$ cat src/ascl_pkg.sv
// Package for the single-axis speed control loop.
// Assumes one 40 MHz clock and a host that drives the plain register port.
package ascl_pkg;

	// ----------------------------------------------------------------
	// Register offsets
	// ----------------------------------------------------------------
	localparam logic [3:0] ADR_CTRL = 4'h0;
	localparam logic [3:0] ADR_SPEED = 4'h1;
	localparam logic [3:0] ADR_LIMIT = 4'h2;
	localparam logic [3:0] ADR_ACC = 4'h3;
	localparam logic [3:0] ADR_DEC = 4'h4;
	localparam logic [3:0] ADR_RDEC = 4'h5;
	localparam logic [3:0] ADR_SDEC = 4'h6;
	localparam logic [3:0] ADR_STAT = 4'h7;
	localparam logic [3:0] ADR_SPDNOW = 4'h8;
	localparam logic [3:0] ADR_FEED = 4'h9;
	localparam logic [3:0] ADR_CHG = 4'ha;

	// ----------------------------------------------------------------
	// Control register fields (write-one pulses except update, variant and test)
	// ----------------------------------------------------------------
	localparam int CTL_FWD = 0;
	localparam int CTL_REV = 1;
	localparam int CTL_STOP = 2;
	localparam int CTL_RSTOP = 3;
	localparam int CTL_UPD = 4;
	localparam int CTL_NEWVAR = 5;
	localparam int CTL_ALLSTOP = 6;
	localparam int CTL_TEST = 7;

	// Reset values
	localparam logic [31:0] RST_LIMIT = 32'h0000_ffff;
	localparam logic [31:0] RST_TIME = 32'h0000_03e8;
	localparam logic [31:0] RST_ZERO = 32'h0000_0000;

	// Timing: ramp times are in milliseconds; one ms tick at 40 MHz
	localparam int CLK_KHZ = 40000;
	localparam int MS_CYC = CLK_KHZ;

	// ----------------------------------------------------------------
	// Motion states, one-hot
	// ----------------------------------------------------------------
	typedef enum logic [3:0] {
		ST_IDLE = 4'h1,
		ST_ACCEL = 4'h2,
		ST_RUN = 4'h4,
		ST_DECEL = 4'h8
	} ascl_state_t;

	// Deceleration time selected for the current stop
	typedef enum logic [1:0] {
		DS_NORM = 2'h0,
		DS_STOPIN = 2'h1,
		DS_RAPID = 2'h2
	} ascl_dsel_t;

	// Register port request
	typedef struct packed {
		logic [3:0] addr;
		logic [31:0] wdata;
		logic wr;
		logic rd;
	} ascl_req_t;

	// Servo-side command toward the amplifier
	typedef struct packed {
		logic pos_loop_on;
		logic dir_rev;
		logic [31:0] speed;
	} ascl_servo_t;

endpackage : ascl_pkg

$ cat src/ascl_ramp.sv
// Ramp step generator: one speed step per millisecond tick.
// Assumes the caller holds time and span steady while a ramp runs.
`timescale 1ns/100ps
module ascl_ramp
	import ascl_pkg::*;
#(
	parameter int W = 32
) (
	// Clock and reset
	input wire logic clk,
	input wire logic rst_b,
	input wire logic ce,
	// Ramp setup
	input wire logic [W-1:0] span,
	input wire logic [W-1:0] time_ms,
	// Tick out and step size
	output logic tick,
	output logic [W-1:0] step
);

	// ----------------------------------------------------------------
	// State
	// ----------------------------------------------------------------
	typedef struct packed {
		logic [31:0] cnt;
		logic tick;
		logic [W-1:0] step;
	} ascl_ramp_st_t;

	ascl_ramp_st_t s_q;
	ascl_ramp_st_t s_d;

	// Step per ms; a zero time means the whole span in one step
	always_comb begin
		s_d = s_q;
		s_d.tick = 1'b0;
		if (s_q.cnt >= 32'(MS_CYC - 1)) begin
			s_d.cnt = '0;
			s_d.tick = 1'b1;
		end else begin
			s_d.cnt = s_q.cnt + 32'h1;
		end
		if (time_ms == '0)
			s_d.step = span;
		else if (span / time_ms == '0)
			s_d.step = W'(1);
		else
			s_d.step = span / time_ms;
	end

	// Register the state
	always_ff @(posedge clk or negedge rst_b) begin
		if (!rst_b)
			s_q <= '0;
		else if (ce)
			s_q <= s_d;
	end

	assign tick = s_q.tick;
	assign step = s_q.step;

endmodule : ascl_ramp

$ cat src/ascl_top.sv
// Speed control of one servo axis with ramps and stop handling.
// Assumes a synchronous host port and a servo amplifier that follows
// the speed and direction outputs while the position loop flag is set.
`timescale 1ns/100ps

// Notes on behaviour
// Runs at commanded speed until a stop
// Forward or reverse start, one axis
// Position loop stays active in speed mode
// Update command on: feed value tracks motion
// Update command off: feed value held zero
// Older variant: zero at start, held
// Stop input uses stop-input deceleration time
// Stop command edge uses normal deceleration
// Rapid stop edge uses rapid deceleration
// Rapid stop overrides ongoing normal deceleration
// Test-mode all-axes stop uses rapid time
// Speed change to zero decelerates normally
// Host sets no dwell time here
// Start ramps up over acceleration time
// Zero speed ends mode, reports stopped
module ascl_top
	import ascl_pkg::*;
(
	// Clock, reset, enable
	input wire logic clk,
	input wire logic rst_b,
	input wire logic ce,
	// Register port
	input wire ascl_req_t req,
	output logic [31:0] rdata,
	// External stop input, level
	input wire logic stop_in,
	// Servo side
	input wire logic [31:0] motion_delta,
	output ascl_servo_t servo,
	output logic busy
);

	// ----------------------------------------------------------------
	// State
	// ----------------------------------------------------------------
	// All registers of the block except the ramp generator's live in one record; the ramp
	// takes the same clock enable, so the enable freezes every one of them at once.
	typedef struct packed {
		// Motion phase and the stop source that set the ramp time
		ascl_state_t st;
		ascl_dsel_t dsel;
		// Speed the stop ramp started from; a stop must not slow down
		// when a zero speed change clears the commanded speed
		logic [31:0] dspan;
		// Host settings
		logic [31:0] cmd_speed;
		logic [31:0] limit;
		logic [31:0] acc_t;
		logic [31:0] dec_t;
		logic [31:0] rdec_t;
		logic [31:0] sdec_t;
		// Live motion values
		logic [31:0] speed;
		logic [31:0] feed;
		logic dir_rev;
		logic upd_cmd;
		logic new_var;
		logic test_mode;
		logic stop_in_q;
		// Registered copies of the outputs
		logic [31:0] rdata;
		ascl_servo_t servo;
		logic busy;
	} ascl_st_t;

	ascl_st_t s_q;
	ascl_st_t s_d;

	// Ramp step source
	logic tick;
	logic [31:0] step;
	logic [31:0] ramp_time;
	logic [31:0] ramp_span;

	// Clamp a speed to the limit
	function automatic logic [31:0] clamp(input logic [31:0] v,
		input logic [31:0] lim);
		clamp = (v > lim) ? lim : v;
	endfunction : clamp

	// Ramp time follows the phase and the chosen deceleration.
	// The ramp step is registered, so idle already presents the
	// acceleration setup; the first accelerating cycle then sees
	// the right step.
	always_comb begin
		// Stops ramp down from the latched start speed
		if (s_q.st == ST_DECEL)
			ramp_span = s_q.dspan;
		else
			ramp_span = clamp(s_q.cmd_speed, s_q.limit);
		case (s_q.dsel)
			DS_RAPID: ramp_time = s_q.rdec_t;
			DS_STOPIN: ramp_time = s_q.sdec_t;
			default: ramp_time = s_q.dec_t;
		endcase
		// Idle and accelerating both use the acceleration time
		if (s_q.st == ST_ACCEL || s_q.st == ST_IDLE)
			ramp_time = s_q.acc_t;
	end

	ascl_ramp #(.W(32)) u_ramp (
		.clk(clk),
		.rst_b(rst_b),
		.ce(ce),
		.span(ramp_span),
		.time_ms(ramp_time),
		.tick(tick),
		.step(step)
	);

	// ----------------------------------------------------------------
	// Next-state logic
	// ----------------------------------------------------------------
	always_comb begin
		logic wr_ctl;
		logic start;
		logic stop_cmd;
		logic rstop;
		logic moving;
		logic [31:0] tgt;
		logic go;
		logic chg_zero;
		wr_ctl = req.wr && (req.addr == ADR_CTRL);
		s_d = s_q;
		// Start and stop requests decoded from the control word
		start = wr_ctl && (req.wdata[CTL_FWD] || req.wdata[CTL_REV]);
		stop_cmd = wr_ctl && req.wdata[CTL_STOP];
		rstop = wr_ctl && (req.wdata[CTL_RSTOP] ||
			(req.wdata[CTL_ALLSTOP] && s_q.test_mode));
		moving = (s_q.st != ST_IDLE);
		tgt = clamp(s_q.cmd_speed, s_q.limit);
		// A zero ramp time acts at once instead of on the ms tick
		go = tick || (ramp_time == '0);
		chg_zero = req.wr && (req.addr == ADR_CHG) &&
			(req.wdata == '0);
		s_d.stop_in_q = stop_in;

		// Configuration writes; dwell has no register at all
		// no dwell field
		if (req.wr) begin
			case (req.addr)
				ADR_CTRL: begin
					s_d.upd_cmd = req.wdata[CTL_UPD];
					s_d.new_var = req.wdata[CTL_NEWVAR];
					s_d.test_mode = req.wdata[CTL_TEST];
				end
				ADR_SPEED: s_d.cmd_speed = req.wdata;
				ADR_LIMIT: s_d.limit = req.wdata;
				ADR_ACC: s_d.acc_t = req.wdata;
				ADR_DEC: s_d.dec_t = req.wdata;
				ADR_RDEC: s_d.rdec_t = req.wdata;
				ADR_SDEC: s_d.sdec_t = req.wdata;
				// Speed change; a zero value is acted on by the
				// sequencer so that it ranks with the other stops
				ADR_CHG: s_d.cmd_speed = req.wdata;
				default: ;
			endcase
		end

		// Motion sequencer
		case (s_q.st)
			ST_IDLE: begin
				// start one axis
				if (start) begin
					s_d.st = ST_ACCEL;
					s_d.dir_rev = !req.wdata[CTL_FWD];
					s_d.speed = '0;
					s_d.dsel = DS_NORM;
					// zero at start
					s_d.feed = '0;
				end
			end
			ST_ACCEL, ST_RUN: begin
				// ramp to target
				// Compare the gap, not the sum, so a large step
				// cannot wrap past the target
				if (go && s_q.st == ST_ACCEL) begin
					if (s_q.speed >= tgt ||
						step >= tgt - s_q.speed) begin
						s_d.speed = tgt;
						s_d.st = ST_RUN;
					end else begin
						s_d.speed = s_q.speed + step;
					end
				end
				// hold speed, follow limit
				if (s_q.st == ST_RUN)
					s_d.speed = tgt;
				// rapid stop edge
				if (rstop) begin
					s_d.st = ST_DECEL;
					s_d.dsel = DS_RAPID;
				// stop command edge
				end else if (stop_cmd) begin
					s_d.st = ST_DECEL;
					s_d.dsel = DS_NORM;
				// stop input rises
				end else if (stop_in && !s_q.stop_in_q) begin
					s_d.st = ST_DECEL;
					s_d.dsel = DS_STOPIN;
				// zero speed stops
				end else if (chg_zero) begin
					s_d.st = ST_DECEL;
					s_d.dsel = DS_NORM;
				end
			end
			ST_DECEL: begin
				// rapid overrides
				// all-axes stop
				if (rstop)
					s_d.dsel = DS_RAPID;
				// stopped at zero
				// With a zero time the stop ends between ticks
				if (go) begin
					if (s_q.speed <= step) begin
						s_d.speed = '0;
						s_d.st = ST_IDLE;
					end else begin
						s_d.speed = s_q.speed - step;
					end
				end
			end
			default: s_d.st = ST_IDLE;
		endcase

		// latch the ramp start speed
		// Each new stop, and a rapid override of a running stop,
		// ramps down from the speed of this very cycle
		if (s_d.st == ST_DECEL &&
			(s_q.st != ST_DECEL || s_d.dsel != s_q.dsel))
			s_d.dspan = s_q.speed;

		// Feed current value
		// Outside a run the value is kept for the host to read
		if (moving) begin
			// tracks motion
			if (s_q.new_var && s_q.upd_cmd)
				s_d.feed = s_q.feed + motion_delta;
			// held zero
			else if (s_q.new_var)
				s_d.feed = '0;
			// older variant never tracks
			else
				s_d.feed = '0;
		end

		// Read data, one cycle later
		// Unmapped addresses and idle cycles read as zero
		s_d.rdata = '0;
		if (req.rd) begin
			case (req.addr)
				ADR_CTRL: s_d.rdata = {24'h0, s_q.test_mode, 1'b0,
					s_q.new_var, s_q.upd_cmd, 4'h0};
				ADR_SPEED: s_d.rdata = s_q.cmd_speed;
				ADR_LIMIT: s_d.rdata = s_q.limit;
				ADR_ACC: s_d.rdata = s_q.acc_t;
				ADR_DEC: s_d.rdata = s_q.dec_t;
				ADR_RDEC: s_d.rdata = s_q.rdec_t;
				ADR_SDEC: s_d.rdata = s_q.sdec_t;
				ADR_STAT: s_d.rdata = {24'h0, 2'h0, s_q.dsel,
					s_q.st};
				ADR_SPDNOW: s_d.rdata = s_q.speed;
				ADR_FEED: s_d.rdata = s_q.feed;
				default: s_d.rdata = '0;
			endcase
		end

		// Servo outputs
		// Taken from the next state so they line up with busy
		// position loop active
		s_d.servo.pos_loop_on = (s_d.st != ST_IDLE);
		s_d.servo.dir_rev = s_d.dir_rev;
		s_d.servo.speed = s_d.speed;
		s_d.busy = (s_d.st != ST_IDLE);
	end

	// ----------------------------------------------------------------
	// State register
	// ----------------------------------------------------------------
	always_ff @(posedge clk or negedge rst_b) begin
		if (!rst_b) begin
			// Zero all, then the default limit and ramp times
			s_q <= '0;
			s_q.st <= ST_IDLE;
			s_q.limit <= RST_LIMIT;
			s_q.acc_t <= RST_TIME;
			s_q.dec_t <= RST_TIME;
			s_q.rdec_t <= RST_TIME;
			s_q.sdec_t <= RST_TIME;
		end else if (ce) begin
			s_q <= s_d;
		end
	end

	assign rdata = s_q.rdata;
	assign servo = s_q.servo;
	assign busy = s_q.busy;

endmodule : ascl_top

$ cat config.mk
export PLATFORM = sky130hd
export DESIGN_NAME = ascl_top
export DESIGN_NICKNAME = d
export VERILOG_FILES = /design/src/ascl_pkg.sv /design/src/ascl_ramp.sv /design/src/ascl_top.sv
export SDC_FILE = /design/constraint.sdc
export NUM_CORES = 2
export LEC_CHECK = 0
export ABC_AREA = 1
export BUFFER_PORTS_ARGS = -buffer_cell sky130_fd_sc_hd__buf_2
export CAP_MARGIN = 10
export CELL_PAD_IN_SITES_DETAIL_PLACEMENT = 0
export CELL_PAD_IN_SITES_GLOBAL_PLACEMENT = 1
export CORE_ASPECT_RATIO = 1.5
export CORE_MARGIN = 2
export CORE_UTILIZATION = 45
export DETAILED_ROUTE_END_ITERATION = 16
export HOLD_SLACK_MARGIN = 0.05
export PLACE_DENSITY_LB_ADDON = 0.1
export SLEW_MARGIN = 20
export SYNTH_ARGS = -nofsm -noshare
export SYNTH_HDL_FRONTEND = slang
export SYNTH_SLANG_ARGS = --single-unit
$ cat constraint.sdc
create_clock -name clk -period 180.8 [get_ports clk]
set_clock_uncertainty 0.15 [all_clocks]
set_input_delay 18.08 -clock clk [delete_from_list [all_inputs] [get_ports clk]]
set_output_delay 18.08 -clock clk [all_outputs]
set_load 0.01 [all_outputs]
# Word-level counts from Yosys, hierarchy flattened
# Index checks and enable logic that the tools add are counted.
# totals
mem_count,0
elab_cells,127
ff_bits,397
latchBits,0
out_inout_bits,67
rom_bits,0
mem_bits_rw,0
# classes
mul,0
n_bitwise,0
n_div,1
n_shift,0
order_cmp,5
add_sub_neg,5
n_eq_ne,24
reduce_logical,39
muxes,32
# op_table
cell,count
$mux W32,14
$pmux W32 S10,1
$logic_not A32 Y1,3
$pmux W32 S3,1
$mux W65,1
$add A32 B32 Y32,2
$ge A32 B32 Y1,2
$pmux W32 S2,1
$sub A32 B32 Y32,2
$mux W33,1
$add A32 B1 Y32 const B,1
$div A32 B32 Y32,1
$ge A32 B16 Y1 const B,1
$gt A32 B32 Y1,1
$le A32 B32 Y1,1
$mux W6,5
$reduce_and A3 Y1,9
$eq A4 B3 Y1 const B,5
$eq A4 B4 Y1 const B,5
$mux W4,4
$eq A4 B2 Y1 const B,3
$pmux W4 S3,1
$logic_and A1 B1 Y1,11
$eq A4 B1 Y1 const B,2
18 further kinds,28

# Longest topological paths before layout
# depth
ltp_word,16
mapped_depth,759
mapped_depth_nobuf,745

# Modules after synthesis
# A second synthesis with hierarchy kept.
# hier_totals
hier_cells,9642
area_unflattened_um2,60290.3
# modules_own_cells
module,area_each_um2,n_inst,cells_per_inst
ascl_ramp,33068.0,1,5556
ascl_top,27222.4,1,4086

# Worst setup path after synthesis
# OpenSTA, ideal clock, no wires.
# synth_path
path_type,register to register
from,register s_q[360] (netlist name)
to,register u_ramp.s_q (netlist bit u_ramp.step[0])
setup_slack_ns,100.192
n_path_buf,15
setup_ns,0.082
synth_period_minus_slack_ns,80.608
path_stages_with_launch,738
t_required_ns,180.568
t_arrival_ns,80.376
cell_sequence,dfrtp_1 inv_1 ha_1 inv_2 buf_2 buf_6 a31oi_1 o21ai_0 nand4_1 nor3b_1 nand2_1 and2_1 ha_1 o21a_1 nor2_1 nor2_1 nand2_2 o211ai_1 [702 not listed] nand2_1 a21o_1 a21oi_1 nor2_1 a2111o_1 a21oi_1 nor2_1 a211oi_1 o21bai_1 a41oi_1 o221ai_1 nand4_1 nand2_1 nor4_1 nand4_1 nor3_1 a41oi_1 o22ai_1
# synth_between
elab_chain_cells,7
elab_cells_between_ends,9
cone_classes,div (1); eq/ne (2); mux (4); reduce/logical (2)
# synth_lines
element,line_no,text
start: declaration,ascl_top.sv:73,ascl_st_t s_q;
$eq A2 B1 Y1 / $eq A2 B2 Y1 (equally long branches),ascl_top.sv:98,case (s_q.dsel)
$pmux W32 S2 (*),ascl_top.sv:98,
$mux W32 (*),ascl_top.sv:104,if (s_q.st == ST_ACCEL || s_q.st == ST_IDLE)
$div A32 B32 Y32,"ascl_ramp.sv:45, ascl_ramp.sv:48",
$logic_not A32 Y1,ascl_ramp.sv:45,else if (span / time_ms == '0)
$mux W32,ascl_ramp.sv:45,
$mux W32 (*),ascl_ramp.sv:43,if (time_ms == '0)
end signal: assignment,ascl_ramp.sv:54,s_q <= '0;
end signal: assignment,ascl_ramp.sv:56,s_q <= s_d;
end: declaration,ascl_ramp.sv:30,ascl_ramp_st_t s_q;
# Every way passes the cells marked *; elsewhere a longest branch is shown, timed or not.
# A chain may end at the register's enable or synchronous reset.

==> results_dict.tcl <==
set metrics [dict create \
    avgViaCountPerCell 5.49 \
    numCtsBuffers 41 \
    cts_root_buffer "clkbuf_16" \
    met2_usage_pct 59.6 \
    crit_slowest_cell "clkinv_1" \
    grt_use_met3_pct 3.15 \
    drv_cap 0 \
    io_pins 141 \
    syn_area_per_cell_um2 6.68 \
    clock_latency_ps 600 \
    synth-edff-count 0 \
    grt_antenna_before_repair 2 \
    cp_max_fo 53 \
    crit_arrival_ps 99790 \
    drt-total-wl_um 203000 \
    drv_slew 0 \
    clkTransAtPathRegs_ps 70 \
    ant_nets 0 \
    critPathLaunchType "register" \
    die_y_um 424 \
    ys_ff_latch 397 \
    overflow 0 \
    end_kind "register" \
    multi_input_area_um2 36900 \
    dp_hpwl_um 159000 \
    syn_nets 8724 \
    drc 0 \
    cts.sinks 397 \
    synthToLayoutAreaGrowth_pct 6.20 \
    yosys_most_used_dff "dfrtp_1" \
    num-nets-final 8719 \
    hold_violations 0 \
    grt_pass1_wl_um 307000 \
    hold_buffers 0 \
    syn_inst 7930 \
    grt_max_degree 166 \
    ff2ff_setup_slack_ps 81350 \
    ys.warnings.count 0 \
    htree_levels 2 \
    rsz0062_at_grt "no" \
    fin_crit_ps 99450 \
    cts_tree "yes" \
    setup_violations 0 \
    setup_tns_ps 0 \
    register_area_um2 9990 \
    die_w_um 284 \
    synth.distinct_cells 85 \
    gr-max-usage-layer "met2" \
    design.core.area_um2 117000 \
    max_stage_delay_ps 690 \
    gp_congestion 0.997 \
    initial_utilization_pct 45.2 \
    hold_depth 1 \
    layout_common_cells "nand2_1, inv_1, ha_1" \
    vias 52300 \
    slew_headroom_pct 9.96 \
    gr-usage-met1_pct 36.9 \
    clock_path_buffers 3 \
    fmax_mhz 10.1 \
    critPathKind "reg -> reg" \
    synthArstFlopShare_pct 100 \
    worstPathRequired_ps 181140 \
    first_pass_iters 6 \
    cts_setup_buffers 0 \
    row_count 154 \
    grt_pass1_vias 51400 \
    die-area_um2 121000 \
    cts-resized-gates 0 \
    post-route-period-util_pct 55.0 \
    tightestPinTransition_ps 1350 \
    wl_per_cell_um 21.4 \
    drive_above_1_share_pct 9.53 \
    rr_worst_depth 714 \
    hp-class "reg -> reg" \
    track_usage_pct 33.2 \
    crit_top_cell "nand2_1" \
    yosysSeqAreaShare_pct 18.9 \
    syn_area_um2 53000 \
    port_buffers 140 \
    status "completed" \
    nFillCells 12400 \
    final_common_cell "nand2_1" \
    drt-initial-drc-count 3218 \
]
==> layout make-up <==
class                      count  area share (%)
tap                         1560            3.47
multi-input combinational   6086            65.6
clock buffer                  49            1.97
timing repair buffer         248            2.73
antenna                        1         0.00445
sequential                   397            17.8
clock inverter                26           0.779
inverter                    1151            7.73
==> Yosys cell counts, types with 53 or more instances <==
cell type  number  area (um^2)
inv_1        1098         4120
xor2_1        247         2160
xnor2_1       152         1330
or2_2         114          713
ha_1          716         8960
dfrtp_1       356         8910
nand2_1      2054         7710
nand2_2        61          382
o21bai_1       73          548
nor3_1         53          265
clkbuf_1      130          488
o21ai_1        98          490
nor2_1        423         1590
a21oi_1       560         2800
nand3_1       266         1330
buf_4          81          608
o21ai_0       587         2940
nand4_1        56          350
==> through the flow <==
| stage | hold WS [ps] | utilization [%] | cells | worst slack, ps | instance area, um^2 |
|---|---|---|---|---|---|
| 2_1_floorplan | 295 | - | 7930 | 100190 | 53000 |
| 3_3_place_gp | 308 | 46.7 | 9442 | 84300 | 54700 |
| 3_5_place_dp | 314 | 46.7 | 9442 | 81890 | 54700 |
| 4_1_cts | 329 | 48.0 | 9517 | 81420 | 56200 |
| 5_1_grt | 344 | 48.0 | 9517 | 69030 | 56200 |
| 6_report | 326 | 48.0 | 9518 | 81350 | 56200 |
==> logic make-up after synthesis <==
| kind of cell | Yosys count | share of synthesized area, % |
|---|---|---|
| adder cells (fa/ha/maj) | 720 | 17.1 |
| buffers and inverters | 1447 | 11.9 |
| multiplexers | 4 | 0.0827 |
| flip-flops | 397 | 18.9 |
| AO/OA/AOI/OAI | 1798 | 20.0 |
| AND/OR/NAND/NOR | 3165 | 25.5 |
| XOR/XNOR | 399 | 6.60 |
==> path summary, 6_finish.rpt <==
kind	to	from
setup / recovery	u_ramp.step[0]	s_q[360]
hold / removal	rdata[0]	rdata[0]
setup reg to reg	u_ramp.step[0]	s_q[360]
hold reg to reg	rdata[0]	rdata[0]
max in group asynchronous	rdata[24]	rst_b
min in group asynchronous	u_ramp.s_q[38]	rst_b
==> worst max-delay path, delay by kind of cell (launching register included) <==
kind | cells | cell delay [ps]
compound gates | 284 | 50480
fa+ha+maj | 39 | 12590
buf+inv | 104 | 13800
flops | 1 | 410
simple gates | 494 | 50840
==> sequential cells by signal, summed over array words and instances, names as in the netlist <==
| register | flops |
|---|---|
| busy | 1 |
| rdata | 32 |
| s_q | 266 |
| servo | 33 |
| u_ramp.s_q | 32 |
| u_ramp.step | 32 |
| u_ramp.tick | 1 |
==> per-layer routing <==
metal / up-vias / routed length (um)
met1: 24300 / 78900
li1: 26100 / -
met2: 1389 / 98800
met4: 0 / 16900
met3: 474 / 8780
met5: - / 0
Power is not shown: default switching activity piles up to over one toggle a cycle in this logic, so the estimate is an artifact.
